[config.mk]
export PLATFORM = sky130hd
export DESIGN_NAME = clock_gen_status_filter_trim
export DESIGN_NICKNAME = d
export VERILOG_FILES = /design/src/clock_gen_status_filter_trim.v
export VERILOG_INCLUDE_DIRS = /design/src /design/src/shared
export SDC_FILE = /design/constraint.sdc
export NUM_CORES = 1
export LEC_CHECK = 0
export ABC_AREA = 1
export BUFFER_PORTS_ARGS = -buffer_cell sky130_fd_sc_hd__buf_2
export CORE_MARGIN = 2
export CORE_UTILIZATION = 58
export CTS_BUF_LIST = sky130_fd_sc_hd__clkbuf_8
export DETAILED_ROUTE_END_ITERATION = 8
export PLACE_DENSITY_LB_ADDON = 0.1
export SETUP_SLACK_MARGIN = 0.2
export SYNTH_ARGS = -nofsm -noshare
export SYNTH_HDL_FRONTEND = slang
export SYNTH_SLANG_ARGS = --single-unit
[constraint.sdc]
create_clock -name sys_clk -period 4 [get_ports sys_clk]
set_input_delay 0.6 -clock sys_clk [delete_from_list [all_inputs] [get_ports sys_clk]]
set_output_delay 0.6 -clock sys_clk [all_outputs]
set_load 0.01 [all_outputs]
[src/shared/clock_gen_defs.vh]
`ifndef CLOCK_GEN_DEFS_VH
`define CLOCK_GEN_DEFS_VH
// word addresses of the registers
`define ADDR_STATUS_MAIN   4'h0
`define ADDR_STATUS_OSC    4'h1
`define ADDR_FILTER_UPPER  4'h2
`define ADDR_FILTER_LOWER  4'h3
`define ADDR_TRIM          4'h4
`define ADDR_CONTROL       4'h5
// word index width (address is word address)
`define ADDR_W             4
// status main field positions
`define ST_MODE_HI         7
`define ST_MODE_LO         6
`define ST_REF             5
`define ST_LOL             4
`define ST_LOCK            3
`define ST_LOC             2
`define ST_EXT_REF_STABLE            1
`define ST_IRQ             0
// control register field positions
`define CTL_MODE_HI        1
`define CTL_MODE_LO        0
`define CTL_LOSS_OF_CLOCK_RESET_ENABLE          2
`define CTL_LOSS_OF_LOCK_RESET_ENABLE          3
// clock modes
`define MODE_SELF          2'h0
`define MODE_FEI           2'h1
`define MODE_FBE           2'h2
`define MODE_FEE           2'h3
// reset values
`define FILTER_RESET       12'h000
`define TRIM_RESET         8'h80
// synchroniser stages for the mode request crossing
`define MODE_SYNC_STAGES   2
`endif

[src/clock_gen_status_filter_trim.v]
// Behaviour
// - mode status at bits 7:6, four encodings
// - mode status follows select after synchronisation and, for engaged modes, osc stable; held while off
// - bit 5 shows selected reference source
// - loss-of-lock flag sticky until cleared
// - loss-of-lock raises interrupt or reset request
// - lock bit forced low outside engaged modes
// - loss-of-clock flag sticky until cleared
// - loss-of-clock raises interrupt or reset request
// - bit 1 shows external reference stable
// - irq flag set while request pending
// - new event restarts the clear sequence
// - writing zero leaves irq flag alone
// - osc stable after two steady samples
// - leaving off waits osc stable first only when an engaged mode is selected
// - self-clocked monitoring starts after osc stable
// - osc stable cleared on entering off
// - filter writable only with select self-clocked
// - upper write updates whole 12-bit filter
// - upper write ignored while latch incomplete
// - lower register shows filter bits 7:0
// - trim adjusts reference period about 25 percent
// - trim binary weighted, larger lengthens period
`timescale 1ns/1ps
`include "clock_gen_defs.vh"

module clock_gen_status_filter_trim (
  input  wire        sys_clk,
  input  wire        rst_n,
  input  wire [3:0]  address,
  input  wire        read,
  input  wire        write,
  input  wire [31:0] writedata,
  output reg  [31:0] readdata,
  output reg         waitrequest,
  input  wire        refIsCrystal,
  input  wire        lockAcquired,
  input  wire        lockLostEvent,
  input  wire        clockLostEvent,
  input  wire        extRefStableIn,
  input  wire        oscClockToggling,
  input  wire        countErrorInTol,
  input  wire        sampleStrobe,
  input  wire        offMode,
  output reg  [11:0] loopFilterValue,
  output reg  [7:0]  referenceTrim,
  output reg  [1:0]  clockModeSelect,
  output reg         clockGenIrq,
  output reg         clockGenResetReq,
  output reg         oscMonitorEnable,
  output reg         leaveOffAllowed
);

  ////////////////////////////////////////////////////////////////////////////
  // input synchronisers: pins from other domains pass two flops
  reg  [6:0] syncA_q;
  reg  [6:0] syncB_q;
  reg  [6:0] syncPrev_q;
  wire       refSel      = syncB_q[0];
  wire       lockIn      = syncB_q[1];
  wire       lolEvt      = syncB_q[2] & ~syncPrev_q[2];
  wire       locEvt      = syncB_q[3] & ~syncPrev_q[3];
  wire       ercsIn      = syncB_q[4];
  wire       oscToggling = syncB_q[5];
  wire       offIn       = syncB_q[6];
  wire       offEnter    = offIn & ~syncPrev_q[6];

  always @(posedge sys_clk or negedge rst_n) begin
    if (!rst_n) begin
      syncA_q    <= 7'h00;
      syncB_q    <= 7'h00;
      syncPrev_q <= 7'h00;
    end else begin
      syncA_q    <= {offMode, oscClockToggling, extRefStableIn, clockLostEvent,
                     lockLostEvent, lockAcquired, refIsCrystal};
      syncB_q    <= syncA_q;
      syncPrev_q <= syncB_q;
    end
  end

  // the tolerance comparison and its strobe come from the lock detector on sys_clk
  ////////////////////////////////////////////////////////////////////////////
  // bus decode
  wire       acc     = (read | write) & waitrequest;
  // writes and read side effects commit at the edge the master sees waitrequest low
  wire       wrStrb  = write & ~waitrequest;
  wire       rdStrb  = read & waitrequest;
  wire       rdDone  = read & ~waitrequest;
  wire [7:0] wdata   = writedata[7:0];

  reg  [1:0] ctlMode_q;
  reg        loss_of_clock_reset_enable_q;
  reg        loss_of_lock_reset_enable_q;
  reg  [1:0] modeSync_q [0:`MODE_SYNC_STAGES-1];
  reg  [1:0] modeStatus_q;
  reg        lolFlag_q;
  reg        locFlag_q;
  reg        lockBit_q;
  reg        ext_ref_stable_q;
  reg        irqFlag_q;
  reg        clearArmed_q;
  reg        oscStable_q;
  reg  [1:0] steadyCnt_q;
  reg  [7:0] lowerStage_q;
  reg        latchBusy_q;
  reg  [11:0] latchVal_q;

  function engagedMode;
    input [1:0] m;
    begin
      engagedMode = (m == `MODE_FEI) || (m == `MODE_FEE);
    end
  endfunction

  wire [7:0] statusMain = {modeStatus_q, refSel, lolFlag_q, lockBit_q,
                           locFlag_q, ext_ref_stable_q, irqFlag_q};
  wire       filterWrOk = (ctlMode_q == `MODE_SELF);
  wire       irqEvt     = (lolEvt & ~loss_of_lock_reset_enable_q) | (locEvt & ~loss_of_clock_reset_enable_q);

  ////////////////////////////////////////////////////////////////////////////
  // avalon slave: one wait cycle, answer on second cycle
  always @(posedge sys_clk or negedge rst_n) begin
    if (!rst_n) begin
      waitrequest <= 1'b1;
      readdata    <= 32'h00000000;
    end else begin
      if (acc) begin
        waitrequest <= 1'b0;
      end else begin
        waitrequest <= 1'b1;
      end
      if (rdStrb) begin
        if (address == `ADDR_STATUS_MAIN) begin
          readdata <= {24'h000000, statusMain};
        end else if (address == `ADDR_STATUS_OSC) begin
          readdata <= {31'h00000000, oscStable_q};
        end else if (address == `ADDR_FILTER_UPPER) begin
          readdata <= {28'h0000000, loopFilterValue[11:8]};
        end else if (address == `ADDR_FILTER_LOWER) begin
          readdata <= {24'h000000, loopFilterValue[7:0]};
        end else if (address == `ADDR_TRIM) begin
          readdata <= {24'h000000, referenceTrim};
        end else if (address == `ADDR_CONTROL) begin
          readdata <= {28'h0000000, loss_of_lock_reset_enable_q, loss_of_clock_reset_enable_q, ctlMode_q};
        end else begin
          readdata <= 32'h00000000;
        end
      end
    end
  end

  ////////////////////////////////////////////////////////////////////////////
  // control, mode crossing and status flags
  always @(posedge sys_clk or negedge rst_n) begin
    if (!rst_n) begin
      ctlMode_q     <= `MODE_SELF;
      loss_of_clock_reset_enable_q       <= 1'b0;
      loss_of_lock_reset_enable_q       <= 1'b0;
      modeSync_q[0] <= `MODE_SELF;
      modeSync_q[1] <= `MODE_SELF;
      modeStatus_q  <= `MODE_SELF;
      lolFlag_q     <= 1'b0;
      locFlag_q     <= 1'b0;
      lockBit_q     <= 1'b0;
      ext_ref_stable_q        <= 1'b0;
      irqFlag_q     <= 1'b0;
      clearArmed_q  <= 1'b0;
      clockGenIrq   <= 1'b0;
      clockGenResetReq <= 1'b0;
      clockModeSelect  <= `MODE_SELF;
    end else begin
      if (wrStrb && address == `ADDR_CONTROL) begin
        ctlMode_q <= wdata[`CTL_MODE_HI:`CTL_MODE_LO];
        loss_of_clock_reset_enable_q   <= wdata[`CTL_LOSS_OF_CLOCK_RESET_ENABLE];
        loss_of_lock_reset_enable_q   <= wdata[`CTL_LOSS_OF_LOCK_RESET_ENABLE];
      end
      clockModeSelect <= ctlMode_q;
      // request passes a crossing before it shows in status
      modeSync_q[0] <= ctlMode_q;
      modeSync_q[1] <= modeSync_q[0];
      if (offIn) begin
        modeStatus_q <= modeStatus_q;
      end else if (engagedMode(modeSync_q[1]) && !oscStable_q) begin
        modeStatus_q <= `MODE_SELF;
      end else begin
        modeStatus_q <= modeSync_q[1];
      end
      lockBit_q <= lockIn & ~offIn & engagedMode(modeStatus_q);
      ext_ref_stable_q    <= ercsIn;
      // sticky flags: event wins over a clearing write
      if (lolEvt) begin
        lolFlag_q <= 1'b1;
      end else if (wrStrb && address == `ADDR_STATUS_MAIN && wdata[`ST_LOL]) begin
        lolFlag_q <= 1'b0;
      end
      if (locEvt) begin
        locFlag_q <= 1'b1;
      end else if (wrStrb && address == `ADDR_STATUS_MAIN && wdata[`ST_LOC]) begin
        locFlag_q <= 1'b0;
      end
      // irq flag: read-with-flag arms, write-one clears, new event disarms
      if (irqEvt) begin
        irqFlag_q    <= 1'b1;
        clearArmed_q <= 1'b0;
      end else if (rdDone && address == `ADDR_STATUS_MAIN && irqFlag_q) begin
        clearArmed_q <= 1'b1;
      end else if (wrStrb && address == `ADDR_STATUS_MAIN && wdata[`ST_IRQ]
                   && clearArmed_q) begin
        irqFlag_q    <= 1'b0;
        clearArmed_q <= 1'b0;
      end
      clockGenIrq      <= irqFlag_q;
      clockGenResetReq <= (lolEvt & loss_of_lock_reset_enable_q) | (locEvt & loss_of_clock_reset_enable_q);
    end
  end

  ////////////////////////////////////////////////////////////////////////////
  // oscillator stability
  always @(posedge sys_clk or negedge rst_n) begin
    if (!rst_n) begin
      oscStable_q      <= 1'b0;
      steadyCnt_q      <= 2'h0;
      oscMonitorEnable <= 1'b0;
      leaveOffAllowed  <= 1'b0;
    end else begin
      if (offEnter || !oscToggling) begin
        oscStable_q <= 1'b0;
        steadyCnt_q <= 2'h0;
      end else if (sampleStrobe) begin
        if (!countErrorInTol) begin
          steadyCnt_q <= 2'h0;
        end else if (steadyCnt_q != 2'h2) begin
          steadyCnt_q <= steadyCnt_q + 2'h1;
        end
        if (countErrorInTol && steadyCnt_q != 2'h0) begin
          oscStable_q <= 1'b1;
        end
      end
      oscMonitorEnable <= oscStable_q && (modeStatus_q == `MODE_SELF);
      leaveOffAllowed  <= ~engagedMode(ctlMode_q) | oscStable_q;
    end
  end

  ////////////////////////////////////////////////////////////////////////////
  // loop filter and trim; latch sequence takes one extra cycle to settle
  always @(posedge sys_clk or negedge rst_n) begin
    if (!rst_n) begin
      loopFilterValue <= `FILTER_RESET;
      lowerStage_q    <= 8'h00;
      latchBusy_q     <= 1'b0;
      latchVal_q      <= `FILTER_RESET;
      referenceTrim   <= `TRIM_RESET;
    end else begin
      if (wrStrb && address == `ADDR_FILTER_LOWER && filterWrOk) begin
        lowerStage_q <= wdata;
      end
      if (latchBusy_q) begin
        loopFilterValue <= latchVal_q;
        latchBusy_q     <= 1'b0;
      end else if (wrStrb && address == `ADDR_FILTER_UPPER && filterWrOk) begin
        latchVal_q  <= {wdata[3:0], lowerStage_q};
        latchBusy_q <= 1'b1;
      end
      // trim drives the reference period directly, plain binary weight
      if (wrStrb && address == `ADDR_TRIM) begin
        referenceTrim <= wdata;
      end
    end
  end

endmodule

==> Word-level counts from Yosys, hierarchy flattened <==
Cells that the tools add are included.
{ "totals": {"inputBits": 49, "latchBits": 0, "rom_bits": 0, "mem_count": 0, "word_cells": 131, "ram_bits": 0, "output_inout_bits": 59, "reg_bits": 118} }
{ "op_classes": {"bitwise_logic": 26, "n_mux": 26, "div": 0, "add_sub_neg": 1, "shifts": 0, "n_reduce_logical": 36, "mul": 0, "magnitude_cmp": 0, "n_eq_ne": 14} }
{ "ops": {"columns": ["op", "n"], "rows": [
  ["two-way mux 8 bit", 5],
  ["logical AND 1 bit", 16],
  ["two-way mux 1 bit", 15],
  ["bitwise AND 1 bit", 13],
  ["nonzero test 2 bit", 6],
  ["two-way mux 2 bit", 5],
  ["NOT 1 bit", 9],
  ["== test 4 x 2 -> 1 bit (second input constant)", 2],
  ["== test 4 x 3 -> 1 bit (second input constant)", 2],
  ["AND reduction 2 bit", 4],
  ["== test 2 x 1 -> 1 bit (second input constant)", 3],
  ["== test 2 bit (second input constant)", 3],
  ["== test 4 x 1 -> 1 bit (second input constant)", 1],
  ["zero test 2 bit", 2],
  ["zero test 4 bit", 1],
  ["logical OR 1 bit", 4],
  ["two-way mux 4 bit", 1],
  ["inequality test 2 bit (second input constant)", 2],
  ["bitwise OR 1 bit", 4],
  ["inequality test 3 x 1 -> 1 bit (second input constant)", 1],
  ["nonzero test 3 bit", 1],
  ["adder 2 x 1 -> 2 bit (second input constant)", 1],
  ["zero test 1 bit", 2]
]} }

==> Depth between registers and ports, before layout <==
{ "logic_depth": {"ltp_word": 8, "ltp_mapped": 7} }

==> Worst setup path before layout <==
OpenSTA, ideal clock, no wires.
{ "synth_timing": {"path_kind": "input -> register", "startpoint": "input address[3]", "endpoint": "register lowerStage_q[5]", "path_stages": 7, "t_arrival_ns": 1.335, "path_buffers": 1, "slack_ns": 2.548, "required_time_ns": 3.883, "cell_sequence": "nor2_4 nand2_4 nor2_4 nand2_4 buf_6 nand2_1 o21ai_2"} }
{ "synth_via": {"elab_chain_len": 3} }
{ "synth_rtl": {"columns": ["item", "line", "text"], "rows": [
  ["from (decl)", "clock_gen_status_filter_trim.v:30", "input wire [3:0] address,"],
  ["== test 4 x 2 -> 1 bit (no source line)", null, null],
  ["logical AND 1 bit (no source line)", null, null],
  ["logical AND 1 bit", "clock_gen_status_filter_trim.v:254", "if (wrStrb && address == `ADDR_FILTER_LOWER && filterWrOk) begin"],
  ["to (signal assigned)", "clock_gen_status_filter_trim.v:255", "lowerStage_q <= wdata;"],
  ["to (decl)", "clock_gen_status_filter_trim.v:104", "reg [7:0] lowerStage_q;"]
]} }
No other way between the ends.
A chain may end at the register's enable or synchronous reset.

==> Worst setup path after layout <==
{ "layout_timing": {"startpoint": "register referenceTrim[7]", "endpoint": "output referenceTrim[7]"} }
{ "layout_lines": {"columns": ["item", "line", "text"], "rows": [
  ["from (decl)", "clock_gen_status_filter_trim.v:46", "output reg [7:0] referenceTrim,"],
  ["from (signal assigned)", "clock_gen_status_filter_trim.v:252", "referenceTrim <= `TRIM_RESET;"],
  ["from (signal assigned)", "clock_gen_status_filter_trim.v:266", "referenceTrim <= wdata;"]
]} }
No word-level cell between the ends.

==> results.sh <==
export IMPL_vias=2668
export IMPL_ys_seq_area_frac=0.598
export IMPL_synth_common_cells="137 x nand2_1, 88 x dfrtp_1, 29 x inv_1"
export IMPL_cp_slowest_cell="dfstp_2"
export IMPL_dp_hpwl_mm=5.28
export IMPL_drv_slew=0
export IMPL_fillCellCount=513
export IMPL_drc=0
export IMPL_tightest_slew_ns=0.765
export IMPL_fin_skew_ns=0.00787
export IMPL_yosys_top_cells_area="dfrtp_1 58%, nand2_1 14%, buf_4 5.2%, nand3_1 3.3%, inv_1 2.9%"
export IMPL_hold_ws_ns=0.318
export IMPL_synth_warnings=0
export IMPL_timing_final_crit_share=0.410
export IMPL_p_sw_frac=0.257
export IMPL_initial_utilization=0.598
export IMPL_ant_nets=0
export IMPL_power_leakage_nw=2.29
export IMPL_vdd_ir_drop_max_mv=0.286
export IMPL_layout_drive_gt1_share=0.229
export IMPL_synth_top_area_frac=0.584
export IMPL_h_tree_depth=3
export IMPL_gp_congestion=0.803
export IMPL_max_freq_mhz=610
export IMPL_p_int_mw=1.51
export IMPL_numCtsBuffers=9
export IMPL_arrival_ns=1.04
export IMPL_avgSynthCellArea_um2=9.62
export IMPL_dieWidth_um=84.6
export IMPL_power_density_mw_per_mm2=475
export IMPL_synth_top_flop_cell="dfrtp_1"
export IMPL_clkPwrFrac=0.347
export IMPL_track_usage=0.219
export IMPL_min_period_ns=1.64
export IMPL_worstPathBufferInverterCount=1
export IMPL_cts_resized=0
export IMPL_p_switching_mw=0.521
export IMPL_cts_sinks=90
export IMPL_finalWirelength_mm=7.34
export IMPL_slowest_delay_ns=0.56
export IMPL_crit_family="flip-flops"
export IMPL_final_cells=536
export IMPL_cts_buffer_depth=2
export IMPL_post_place_cells=520
export IMPL_die_h_um=84.6
export IMPL_tns_ns=0
export IMPL_end_kind="primary output"
export IMPL_start_kind="flip-flop"
export IMPL_r2r_start="latchBusy_q"
export IMPL_root_buffer="clkbuf_8"
export IMPL_grt_ovfl_total=0
export IMPL_grt_pass1_vias=2576
export IMPL_rsz0062_at_grt="no"
export IMPL_ff2ff_path_depth=5
export IMPL_drt_iter0_drc=114
export IMPL_first_pass_iters=4
export IMPL_nets=505
export IMPL_synthArstFlopShare=1.00
export IMPL_rr_endpoint="latchVal_q[5]"
export IMPL_reg2reg_slack_ns=2.40
export IMPL_grt_max_degree=63
export IMPL_maxCapViolCount=0
export IMPL_synth_most_common_cell="nand2_1"
export IMPL_critPathRequiredTime_ns=3.40
export IMPL_worst_setup_hold_path_clk_slew_ns=0.08
export IMPL_slew_headroom=0.490
export IMPL_cts_tree="yes"
export IMPL_rows=29
export IMPL_routedWlPerCell_um=13.7
export IMPL_hold_path_class="in -> async"
export IMPL_port_buffers=59
export IMPL_synthesis_area_mm2=0.00377
export IMPL_die_area_mm2=0.00716
export IMPL_vias_per_cell=4.98
export IMPL_io_pins=108
export IMPL_utilization=0.675
export IMPL_comb_power_share=0.120
export IMPL_antenna_found_initial=0
export IMPL_finalHoldViolCount=0
export IMPL_crit_path_max_fanout=3
export IMPL_core_area_mm2=0.00631
export IMPL_clk_latency_ns=0.35
export IMPL_synth_cells=392
export IMPL_path_class="reg -> out"
export IMPL_ctsHoldBuffers=0
export IMPL_outcome="finished clean"
export IMPL_ys_ff_latch=90
export IMPL_seqPwrFrac=0.533
export IMPL_synth_edf_count=0
export IMPL_syn2layout_area_growth_pct=13.0
export IMPL_postCtsSetupBuffers=0
export IMPL_grt_pass1_wl_mm=12.1
export IMPL_antennaDiodeCount=0
export IMPL_synth_cell_types=32
export IMPL_path_cells="buf_2"
export IMPL_setup_viol=0
export IMPL_synth_top_area_cell="dfrtp_1"
power by group through the flow:
stage                     Sequential, mW  Combinational, mW  Clock (mW)
after floorplan                     1.10              0.152           0
after global placement              1.10              0.239           0
after detailed placement            1.10              0.245           0
after CTS                           1.08              0.247       0.711
after global routing                1.09              0.277       0.753
final                               1.08              0.243       0.703
sequential cells by signal (all words and copies together), names as in the netlist, 2 cells and up:
| register | flops |
|---|---|
| latchVal_q | 12 |
| loopFilterValue | 12 |
| lowerStage_q | 8 |
| readdata | 8 |
| referenceTrim | 8 |
| syncA_q | 7 |
| syncB_q | 7 |
| modeSync_q | 4 |
| syncPrev_q | 4 |
| ctlMode_q | 2 |
| modeStatus_q | 2 |
| steadyCnt_q | 2 |
worst max-delay path by stage:
stage / cells after the start / endpoint / slack, ns / startpoint
2_1_floorplan: 7 / lowerStage_q[5] / 2.55 / address[3]
3_3_place_gp: 8 / latchVal_q[2] / 2.25 / address[3]
3_5_place_dp: 8 / latchVal_q[2] / 2.22 / address[3]
4_1_cts: 1 / referenceTrim[7] / 2.35 / referenceTrim[7]
5_1_grt: 5 / latchVal_q[1] / 2.27 / latchBusy_q
6_report: 1 / referenceTrim[7] / 2.36 / referenceTrim[7]
metal layers:
metal | up-vias | global-route usage | wire length, um
met5 | - | 0 | 0
met4 | 0 | 0.0866 | 117
met3 | 10 | 0.0442 | 444
met2 | 82 | 0.340 | 3460
met1 | 1262 | 0.308 | 3320
li1 | 1314 | - | -
metrics by stage:
step           power [mW]  cell area (um2)  worst slack (ns)
6_report             2.03             4260              2.36
5_1_grt              2.13             4260              2.27
4_1_cts              2.04             4260              2.35
3_5_place_dp         1.34             4030              2.22
3_3_place_gp         1.33             4030              2.25
2_1_floorplan        1.25             3860              2.55
layout by cell type (no fill, tap or decap), types with 2 or more instances in the layout:
| master | count |
|---|---|
| nand3_1 | 25 |
| ha_1 | 2 |
| nor2_4 | 6 |
| nor3_1 | 2 |
| a21oi_1 | 4 |
| buf_4 | 2 |
| dfrtp_1 | 88 |
| buf_2 | 58 |
| nor2_1 | 9 |
| clkinv_2 | 2 |
| nand3_2 | 2 |
| conb_1 | 24 |
| nand2_1 | 137 |
| bufinv_16 | 2 |
| o21ai_0 | 21 |
| inv_1 | 29 |
| inv_2 | 2 |
| o21ai_2 | 10 |
| clkbuf_8 | 12 |
| nand4_1 | 3 |
| dfstp_2 | 2 |
| o21ai_1 | 5 |
| nand2_4 | 2 |
layout make-up:
class / count / area (um2) / share of cell area
clock buffer: 12 / 165 / 0.0387
sequential: 90 / 2250 / 0.529
multi-input combinational: 260 / 1240 / 0.291
tap: 77 / 96.3 / 0.0226
inverter: 33 / 128 / 0.0299
timing repair buffer: 60 / 305 / 0.0716
clock inverter: 4 / 72.6 / 0.0170
cells by family after synthesis:
family | after synthesis | share of synthesized area
AO/OA/AOI/OAI | 44 | 0.0706
other | 1 | 0.000994
buffers and inverters | 65 | 0.0962
AND/OR/NAND/NOR | 190 | 0.228
flip-flops | 90 | 0.598
adder cells (fa/ha/maj) | 2 | 0.00663
(Power assumes the default switching activity.)
